## src/hdl/acs_pkg.sv

```systemverilog
package acs_pkg;

  // Converter resolution
  localparam int DATA_W = 8;

  // Conversion clock divider: input clock divided by two
  localparam int CLK_DIV = 2;

  // Falling input-clock edges from start to the hold instant
  localparam int HOLD_EDGES = 3;

  // Input-clock cycles of a full conversion
  localparam int CONV_CYCLES = 20;

  // Internal (divided) clock cycles of a full conversion
  localparam int CONV_INT_CYCLES = CONV_CYCLES / CLK_DIV;

  // Input-clock cycles before the first comparator decision
  localparam int SETTLE_CYCLES = 2;

  // Window after busy rises during which a read starts nothing, in cycles
  localparam int REREAD_CYCLES = 1;

  // Strobe uncertainty window against a falling edge
  localparam int SKEW_NS = 20;

  // Nominal input clock for the specified conversion time
  localparam int NOM_CLK_MHZ = 4;

  // Core clock period
  localparam int CORE_PERIOD_NS = 10;

  // Core clock cycles per input clock cycle (derived default)
  localparam int CORE_PER_IN_CLK = 1000 / (NOM_CLK_MHZ * CORE_PERIOD_NS);

  // Width of the cycle counter
  localparam int CNT_W = 6;

  // Reset value of the result latch
  localparam logic [7:0] RESULT_RST = 8'h00;

endpackage : acs_pkg

```

## src/hdl/acs_link_if.sv

```systemverilog
`timescale 1ns/1ps
// Pins between host and converter; data bus resolved from enables
interface acs_link_if;
  logic       cs_n;        // Chip select, active low
  logic       rd_n;        // Read strobe, active low
  logic       busy_n;      // Converter busy, active low
  logic [7:0] data_o;      // Converter drive onto data bus
  logic       data_oe;     // Converter drives data bus
  logic       in_clk;      // Converter input clock from host

  // Bus level seen by host: floats to zero when undriven
  logic [7:0] data;
  assign data = data_oe ? data_o : 8'h00;

  modport device (
    input  cs_n,
    input  rd_n,
    input  in_clk,
    output busy_n,
    output data_o,
    output data_oe
  );

  modport host (
    output cs_n,
    output rd_n,
    output in_clk,
    input  busy_n,
    input  data
  );
endinterface : acs_link_if

```

## src/hdl/acs_converter.sv

```systemverilog
`timescale 1ns/1ps
// Summary of operation
// - Start when chip select and read both low
// - Busy low during conversion, high after
// - Host waits for busy high before restart
// - Read right after busy rises: no restart
// - Hold input three input clocks after start
// - Track input between conversions
// - Near-edge strobe may shift sampling one clock
// - Host avoids strobes near falling clock edges
// - Divide input clock by two internally
// - Conversion lasts twenty input clocks
// - Two input clocks before first compare
// - Clear approximation register at conversion start
// - Stop internal clock when conversion ends
// - External clock may run between conversions
// - Four megahertz gives minimum conversion time
// - Read during conversion returns previous result
// - Host avoids reads during conversion
// - Port read starts, second read fetches
// - Host keeps bus quiet during conversion
module acs_converter
  import acs_pkg::*;
#(
  parameter int DW = DATA_W                 // Result width
)(
  // Clock, enable, reset
  input  wire logic          core_clk,
  input  wire logic          core_ce,
  input  wire logic          rst_n,
  // Host link
  acs_link_if.device         link,
  // Comparator side
  input  wire logic          cmp_high,      // Trial level above held sample
  output logic               track,         // High: sampling stage follows input
  output logic [DW-1:0]      trial_code     // Level under test
);

  // Conversion states, one-hot
  typedef enum logic [3:0] {
    ST_IDLE  = 4'b0001,   // Tracking, waiting for a start
    ST_ACQ   = 4'b0010,   // Started, counting past the hold edge to the fourth falling edge
    ST_CONV  = 4'b0100,   // Successive approximation running
    ST_GRACE = 4'b1000    // One input clock after busy rises
  } acs_state_t;

  // All state in one packed struct
  typedef struct packed {
    logic [1:0]    cs_s;      // Chip select synchroniser
    logic [1:0]    rd_s;      // Read strobe synchroniser
    logic [1:0]    clk_s;     // Input clock synchroniser
    logic          clk_d;     // Last synchronised input clock
    logic          sel_d;     // Last combined select
    logic          div;       // Divided internal clock
    acs_state_t    st;        // Sequencer state
    logic [CNT_W-1:0] cnt;    // Falling input-clock edges since start
    logic [DW-1:0] successive_approx_register;       // Approximation register
    logic [DW-1:0] bitm;      // Bit under trial
    logic [DW-1:0] result;    // Latched result on the outputs
    logic [DW-1:0] trial;     // Registered code under test
    logic          busy_n;    // Busy pin, low while converting
    logic          oe;        // Data bus drive enable
    logic          track;     // Sampling stage follows the input
  } acs_dev_t;

  acs_dev_t cur;
  acs_dev_t next_s;

  // Combined select from synchronised pins only
  logic sel;
  logic fall;
  assign sel  = ~cur.cs_s[1] & ~cur.rd_s[1];
  // A falling input clock is seen three core cycles late; every instant
  // shifts by the same amount, so sample spacing stays equal
  assign fall = cur.clk_d & ~cur.clk_s[1];

  // Next-state logic
  always_comb
  begin
    next_s       = cur;
    next_s.cs_s  = {cur.cs_s[0], link.cs_n};
    next_s.rd_s  = {cur.rd_s[0], link.rd_n};
    next_s.clk_s = {cur.clk_s[0], link.in_clk};
    next_s.clk_d = cur.clk_s[1];
    next_s.sel_d = sel;
    // Outputs float whenever the strobes are not both low
    next_s.oe    = sel;
    case (cur.st)
      ST_IDLE:
      begin
        next_s.track = 1'b1;
        if (sel && !cur.sel_d)
        begin
          // Strobe coincidence starts; the edge lands on a synchronised
          // sample, so a near-edge strobe may slip a clock.
          // Divider and counter restart with each conversion
          next_s.st     = ST_ACQ;
          next_s.busy_n = 1'b0;
          next_s.cnt    = '0;
          next_s.div    = 1'b0;
          next_s.successive_approx_register    = '0;
          next_s.bitm   = '0;
        end
      end
      ST_ACQ:
      begin
        // The divider runs only inside a conversion
        if (fall)
        begin
          next_s.cnt = cur.cnt + 1'b1;
          next_s.div = ~cur.div;
          // Third falling edge closes the hold switch.
          if (cur.cnt == CNT_W'(HOLD_EDGES - 1))
          begin
            next_s.track = 1'b0;
          end
          // Comparing begins after the settle interval.
          if (cur.cnt == CNT_W'(SETTLE_CYCLES + HOLD_EDGES - 2))
          begin
            next_s.st   = ST_CONV;
            next_s.bitm = {1'b1, {(DW-1){1'b0}}};
          end
        end
      end
      ST_CONV:
      begin
        if (fall)
        begin
          next_s.cnt = cur.cnt + 1'b1;
          next_s.div = ~cur.div;
          // Decide one bit per divided clock rising edge
          if (!cur.div && cur.bitm != '0)
          begin
            if (!cmp_high)
            begin
              next_s.successive_approx_register = cur.successive_approx_register | cur.bitm;
            end
            next_s.bitm = cur.bitm >> 1;
          end
          // Twenty input clocks end the run; the divider then stops
          // even though the input clock keeps toggling.
          // At the nominal input rate this is the minimum time.
          if (cur.cnt == CNT_W'(CONV_CYCLES - 1))
          begin
            next_s.st     = ST_GRACE;
            next_s.busy_n = 1'b1;
            next_s.track  = 1'b1;
            next_s.cnt    = '0;
            next_s.result = (!cmp_high && cur.bitm != '0)
                            ? (cur.successive_approx_register | cur.bitm) : cur.successive_approx_register;
          end
        end
      end
      ST_GRACE:
      begin
        // A read here only fetches data.
        // Window closes at the first falling edge after busy rises
        if (fall)
        begin
          if (cur.cnt == CNT_W'(REREAD_CYCLES - 1))
          begin
            next_s.st = ST_IDLE;
          end
          next_s.cnt = cur.cnt + 1'b1;
        end
        if (sel && !cur.sel_d)
        begin
          next_s.st = ST_IDLE;
          next_s.sel_d = 1'b1;
        end
      end
      default:
      begin
        next_s.st = ST_IDLE;
      end
    endcase
    // Register the trial code so the comparator sees a flop output
    next_s.trial = next_s.successive_approx_register | next_s.bitm;
  end

  // State register; result holds through a conversion.
  always_ff @(posedge core_clk)
  begin
    if (!rst_n)
    begin
      // Reset releases the bus and leaves the sampler tracking
      cur        <= '0;
      cur.cs_s   <= 2'b11;
      cur.rd_s   <= 2'b11;
      cur.sel_d  <= 1'b1;
      cur.st     <= ST_IDLE;
      cur.result <= RESULT_RST;
      cur.busy_n <= 1'b1;
      cur.track  <= 1'b1;
    end
    else if (core_ce)
    begin
      cur <= next_s;
    end
  end

  // Registered outputs
  assign link.busy_n  = cur.busy_n;
  assign link.data_o  = cur.result;
  assign link.data_oe = cur.oe;
  assign track        = cur.track;
  assign trial_code   = cur.trial;

endmodule // acs_converter

```

## src/flat_wrapper.sv

```systemverilog
// flat-port wrapper written by rule: the top's interface ports become plain ports
module acs_converter_flat import acs_pkg::*;
#(
  parameter int DW = DATA_W                                
)
  (core_clk, core_ce, rst_n, cmp_high, track, trial_code, link_cs_n, link_rd_n, link_in_clk, link_busy_n, link_data_o, link_data_oe);
  acs_link_if link_i ();
  input  wire logic core_clk;
  input  wire logic core_ce;
  input  wire logic rst_n;
  input  wire logic cmp_high;
  output logic track;
  output logic [DW-1:0] trial_code;
  input wire logic [$bits(link_i.cs_n)-1:0] link_cs_n;
  input wire logic [$bits(link_i.rd_n)-1:0] link_rd_n;
  input wire logic [$bits(link_i.in_clk)-1:0] link_in_clk;
  output wire logic [$bits(link_i.busy_n)-1:0] link_busy_n;
  output wire logic [$bits(link_i.data_o)-1:0] link_data_o;
  output wire logic [$bits(link_i.data_oe)-1:0] link_data_oe;
  assign link_i.cs_n = link_cs_n;
  assign link_i.rd_n = link_rd_n;
  assign link_i.in_clk = link_in_clk;
  assign link_busy_n = link_i.busy_n;
  assign link_data_o = link_i.data_o;
  assign link_data_oe = link_i.data_oe;
  acs_converter #(.DW(DW)) u_core (.core_clk(core_clk), .core_ce(core_ce), .rst_n(rst_n), .link(link_i), .cmp_high(cmp_high), .track(track), .trial_code(trial_code));
endmodule
```

## config.mk

```make
export PLATFORM = sky130hd
export DESIGN_NAME = acs_converter_flat
export DESIGN_NICKNAME = d
export VERILOG_FILES = /design/src/hdl/acs_pkg.sv /design/src/hdl/acs_link_if.sv /design/src/hdl/acs_converter.sv /design/src/flat_wrapper.sv
export SDC_FILE = /design/constraint.sdc
export NUM_CORES = 1
export LEC_CHECK = 0
export BUFFER_PORTS_ARGS = -buffer_cell sky130_fd_sc_hd__buf_2
export CAP_MARGIN = 20
export CORE_MARGIN = 8
export CORE_UTILIZATION = 45
export DETAILED_ROUTE_END_ITERATION = 10
export GPL_ROUTABILITY_DRIVEN = 0
export PLACE_DENSITY = 0.62
export SETUP_SLACK_MARGIN = 0.1
export SLEW_MARGIN = 20
export SYNTH_ARGS = -nofsm -noshare
export SYNTH_HDL_FRONTEND = slang
export SYNTH_SLANG_ARGS = --single-unit
```

## constraint.sdc

```tcl
create_clock -name core_clk -period 5.34 [get_ports core_clk]
set_clock_uncertainty 0.15 [all_clocks]
set_input_delay 1.602 -clock core_clk [delete_from_list [all_inputs] [get_ports core_clk]]
set_output_delay 1.602 -clock core_clk [all_outputs]
set_load 0.03 [all_outputs]
```

After elaboration in Yosys (flattened, before gate mapping)

Cells that the tools add are included.

Bits in registers: 54
Bits in latches: 0
RAM bits: 0
Memory bits (read-only): 0
Logic and storage cells: 85
Memories: 0

$add $sub $neg: 1
$mul: 0
Divide/modulo/power cells: 0
$lt $le $gt $ge: 0
Equality and inequality tests: 16
Shift operators: 0
Multiplexer cells: 28
Bitwise operators: 8
Reductions and logical operators: 17

Operators by type and width:

| kind                                                                    | number |
|---|---|
| 8-bit 2-to-1 mux                                                        | 5 |
| 35-bit 2-to-1 mux                                                       | 1 |
| 27-bit 2-to-1 mux                                                       | 1 |
| 6-bit case mux with 4 select lines                                      | 1 |
| 8-bit case mux with 3 select lines                                      | 1 |
| 10-bit 2-to-1 mux                                                       | 2 |
| 16-bit 2-to-1 mux                                                       | 1 |
| 8-bit OR                                                                | 2 |
| 4-bit case mux with 4 select lines                                      | 1 |
| 8-bit case mux with 2 select lines                                      | 1 |
| 2-bit by 1-bit inequality test with 1-bit output, second input constant | 7 |
| 6-bit by 2-bit equality test with 1-bit output, second input constant   | 2 |
| 4-bit 2-to-1 mux                                                        | 3 |
| 6-bit AND reduction                                                     | 2 |
| 11-bit 2-to-1 mux                                                       | 1 |
| 5-bit AND reduction                                                     | 2 |
| 8-bit AND reduction                                                     | 1 |
| 8-bit nonzero test                                                      | 1 |
| 1-bit 2-to-1 mux                                                        | 7 |
| 6-bit by 1-bit adder with 6-bit output, second input constant           | 1 |
| 6-bit by 5-bit equality test with 1-bit output, second input constant   | 1 |
| 6-bit zero test                                                         | 1 |
| 3-bit by 1-bit inequality test with 1-bit output, second input constant | 2 |
| 1-bit case mux with 3 select lines                                      | 2 |
| 13 further kinds                                                        | 21 |

Logic depth before layout (Yosys ltp)

Depth in word-level cells: 7
Mapped depth: 7

Least setup slack after synthesis

OpenSTA, ideal clock, no wires.

Kind: input-to-reg
Start: in core_ce
End: reg, netlist name u_core.track
Arrival time: 2.878 ns
Data required time: 5.043 ns
Setup slack: 2.165 ns
Cell stages on the path: 5
Path buffers: 1
Cells stage by stage: buf_2 -> clkinv_1 -> o31a_1 -> a2111oi_0 -> o221ai_1

Cells in the longest elaborated chain, start to end: 1

Ends and longest elaborated chain:

| element                              | line              | text |
|---|---|---|
| from (decl)                          | flat_wrapper.sv:9 | `input wire logic core_ce;` |
| 6-bit AND reduction (no source line) | n/a               |  |

No other way between the ends.
A chain may end at the register's enable or synchronous reset.

Worst setup path in the final report

Start: in core_ce
End: reg u_core.cur, in the netlist u_core.link.data_o[1]

Cells in the longest elaborated chain, start to end: 1

Ends and longest elaborated chain:

| element                              | line                 | text |
|---|---|---|
| 4-bit AND reduction (no source line) | n/a                  |  |
| to (signal assigned)                 | acs_converter.sv:198 | `cur <= next_s;` |
| to (decl)                            | acs_converter.sv:66  | `acs_dev_t cur;` |

No other way between the ends.

==> run_results.csv <==
group,metric,value,unit
worst_hold_path,holdPathStages,2,
synth,syn_avg_cell_area,8.662,sq um
cts,numCtsBuffers,5,
synth,syn_area,2685,sq um
timing,finalCritPeriodShare,60.55,%
place,place_hpwl,4325,um
cts,post_cts_resized,0,
timing,rsz0062_at_grt,"no",
cells_and_area,drive_gt1_share,15.16,%
cells_and_area,multi_input_area,1374,sq um
timing,slew_headroom,49.51,%
cells_and_area,diodes,0,
route,drc_errors,0,
cts,h-tree-depth,2,
cts,cts_root_buf,"clkbuf_8",
floorplan,fp.dieW,93.25,um
synth,synth.distinct_cells,59,
route,drtIter0Drc,179,
route,ant_nets,0,
setup_path,worstPathRequired,5.42,ns
outcome,status,"finished, final reports clean",
setup_path,worst-r2r-cell-count,4,
cells_and_area,syn_to_final_growth,5.592,%
worst_hold_path,holdCritPathClass,"register to register",
power_and_ir_drop,power.density,258.2,nW/um^2
synth,ys_seq_area_share,40.26,%
power_and_ir_drop,ir_worst_vdd,0.1322,mV
route,vias,2252,
run,drv_cap,0,
synth,ys_ff_latch,54,
timing,setup_ws,2.107,ns
setup_path,critPathCapture,"u_core.link.data_o[1]",
cts,clk_path_buf_depth,2,
cts,cts_tree,"built",
floorplan,rows,28,
cts,clock_latency,0.31,ns
setup_path,crit_path_max_fanout,17,
timing,fin_crit,3.233,ns
place,post-place-ws,1.767,ns
route,routed_wl,6164,um
setup_path,arrival,3.32,ns
global_route,antenna_found_initial,0,
floorplan,die_h,93.25,um
floorplan,core,5851,sq um
setup_path,r2r_slack,2.69,ns
cts,postCtsHoldBufs,0,
timing,worstMarginPinSlew,0.7517,ns
place,io_buffers,25,
route,viasPerCell,5.849,
global_route,grt_pass1_vias,2116,
power_and_ir_drop,leakage,1.037,nW
global_route,overflow,0,
setup_path,worst_setup_path_end_kind,"register",
route,wl_per_cell,16.01,um
timing,fmaxAchievable,309.3,MHz
cells_and_area,fill_cells,575,
timing,whs,0.3300,ns
synth,synth_edf_count,0,
cells_and_area,regArea,1081,sq um
global_route,grt_pass1_wl,10630,um
synth,netlist_instances,310,
cells_and_area,fin_nets,319,
setup_path,path_class,"input pin to register",
timing,final-hold-violation-count,0,
cts,clkSlewWorstSetupHoldPaths,0.10,ns
cts,post-cts-setup-buffers,0,
cts,cts.sinks,54,
setup_path,startpoint_type,"input pin",
global_route,grt_max_degree,31,
setup_path,cp-startpoint,"core_ce",
synth,postSynth.asyncResetShare,0,%
route,first_pass_iters,5,
synth,synthesis.nets,320,
timing,fin_tns_setup,0,ns
timing,setup_viol,0,
floorplan,start_util,45.89,%
floorplan,pin_count,26,
floorplan,die_area,8695,sq um
setup_path,r2r_end,"u_core.cur[24]",
setup_path,timing.rr.start,"u_core.cur[43]",
timing,drv_slew,0,
global_route,grt_usage,14.69,%
synth,synth_top_flop_cell,"dfxtp_1",
synth,ys_warn_count,0,
per-layer routing:
layer | routed length, um | share of wire (%) | vias to the layer above | global-route usage, %
met4 | 36 | 0.58 | 0 | 2.953
met3 | 320 | 5.2 | 4 | 3.365
met1 | 3045 | 49 | 1064 | 20.11
met2 | 2762 | 45 | 61 | 22.91
met5 | 0 | 0 | - | 0
li1 | - | - | 1123 | -
how the worst min path moves through the flow:
stage | start | endpoint | slack, ns
floorplan | u_core.cur[46] | u_core.cur[46] | 0.28
global placement | u_core.cur[46] | u_core.cur[46] | 0.29
detailed placement | u_core.link.data_oe | u_core.link.data_oe | 0.31
CTS | u_core.link.data_oe | u_core.link.data_oe | 0.33
global route | u_core.link.data_oe | u_core.link.data_oe | 0.34
finish | u_core.link.data_oe | u_core.link.data_oe | 0.33
state kept, by name (all words and copies together) (netlist names):
register             count
u_core.link.data_o       8
u_core.cur              35
u_core.trial_code        8
u_core.link.busy_n       1
u_core.track             1
u_core.link.data_oe      1
per-stage QoR:
stage	utilization (%)	instance area [sq um]	power, mW	instances
3_5_place_dp	46.54	2723	0.4613	377
2_1_floorplan	-	2685	0.4528	310
3_3_place_gp	46.54	2723	0.4611	377
4_1_cts	48.46	2835	0.7400	385
6_report	48.46	2835	0.7319	385
5_1_grt	48.46	2835	0.7601	385
where the power goes:
group	internal [mW]	leakage (nW)	switching [mW]
registers	0.408	0.437	0.00275
logic	0.0125	0.540	0.0285
clock network	0.141	0.0585	0.140
total	0.561	1.04	0.171
Yosys cell counts (3+ instances only):
| cell | instances | area (sq um) |
|---|---|---|
| o21a_1 | 4 | 30.03 |
| o31ai_1 | 3 | 22.52 |
| nor2_1 | 32 | 120.1 |
| nand2_1 | 29 | 108.9 |
| a21oi_1 | 17 | 85.08 |
| a211oi_1 | 8 | 60.06 |
| or3_1 | 5 | 31.28 |
| a211o_1 | 4 | 35.03 |
| ha_1 | 3 | 37.54 |
| buf_2 | 4 | 20.02 |
| o31a_1 | 3 | 26.28 |
| dfxtp_1 | 54 | 1081 |
| nor3b_1 | 5 | 37.54 |
| buf_4 | 16 | 120.1 |
| nor3_1 | 4 | 20.02 |
| nor4_1 | 3 | 18.77 |
| clkbuf_1 | 13 | 48.80 |
| o21ai_0 | 13 | 65.06 |
| inv_1 | 7 | 26.28 |
| nor2b_1 | 6 | 37.54 |
| a22oi_1 | 6 | 45.04 |
| o32ai_1 | 5 | 43.79 |
| a221oi_1 | 5 | 43.79 |
| mux2i_1 | 8 | 80.08 |
| o22ai_1 | 8 | 50.05 |
| nand3_1 | 6 | 30.03 |
cells in the final DEF, fill, tap and decap left out, types with 6 or more instances in the layout:
cell / instances
dfxtp_1: 54
nor2_1: 32
nand2_1: 29
buf_2: 25
a21oi_1: 17
o21ai_0: 13
mux2i_1: 8
a211oi_1: 8
o22ai_1: 8
inv_1: 7
a22oi_1: 6
nor2b_1: 6
nand3_1: 6
area by class of cell:
type / instances / area share [%]
clock buffer: 5 / 2.427
clock inverter: 3 / 1.545
inverter: 9 / 1.192
multi-input combinational: 212 / 48.46
sequential: 54 / 38.13
tap: 75 / 3.310
timing repair buffer: 27 / 4.943
critical path, cell delays in order:
cell and delay (ns):
buf_2 0.09, clkinv_1 0.45, nor4_4 0.86, nor2_1 0.09, a211oi_1 0.22
kinds of logic after synthesis:
family	count (synthesis)	share of synthesized area, %
and+or+nand+nor	106	20.83
AOI/OAI and AO/OA	92	24.98
DFF	54	40.26
buffers and inverters	44	8.574
muxes	8	2.982
xor gates and xnor gates	3	0.9787
adders and majority gates	3	1.398
No activity file was read; power rests on OpenSTA's default activity.
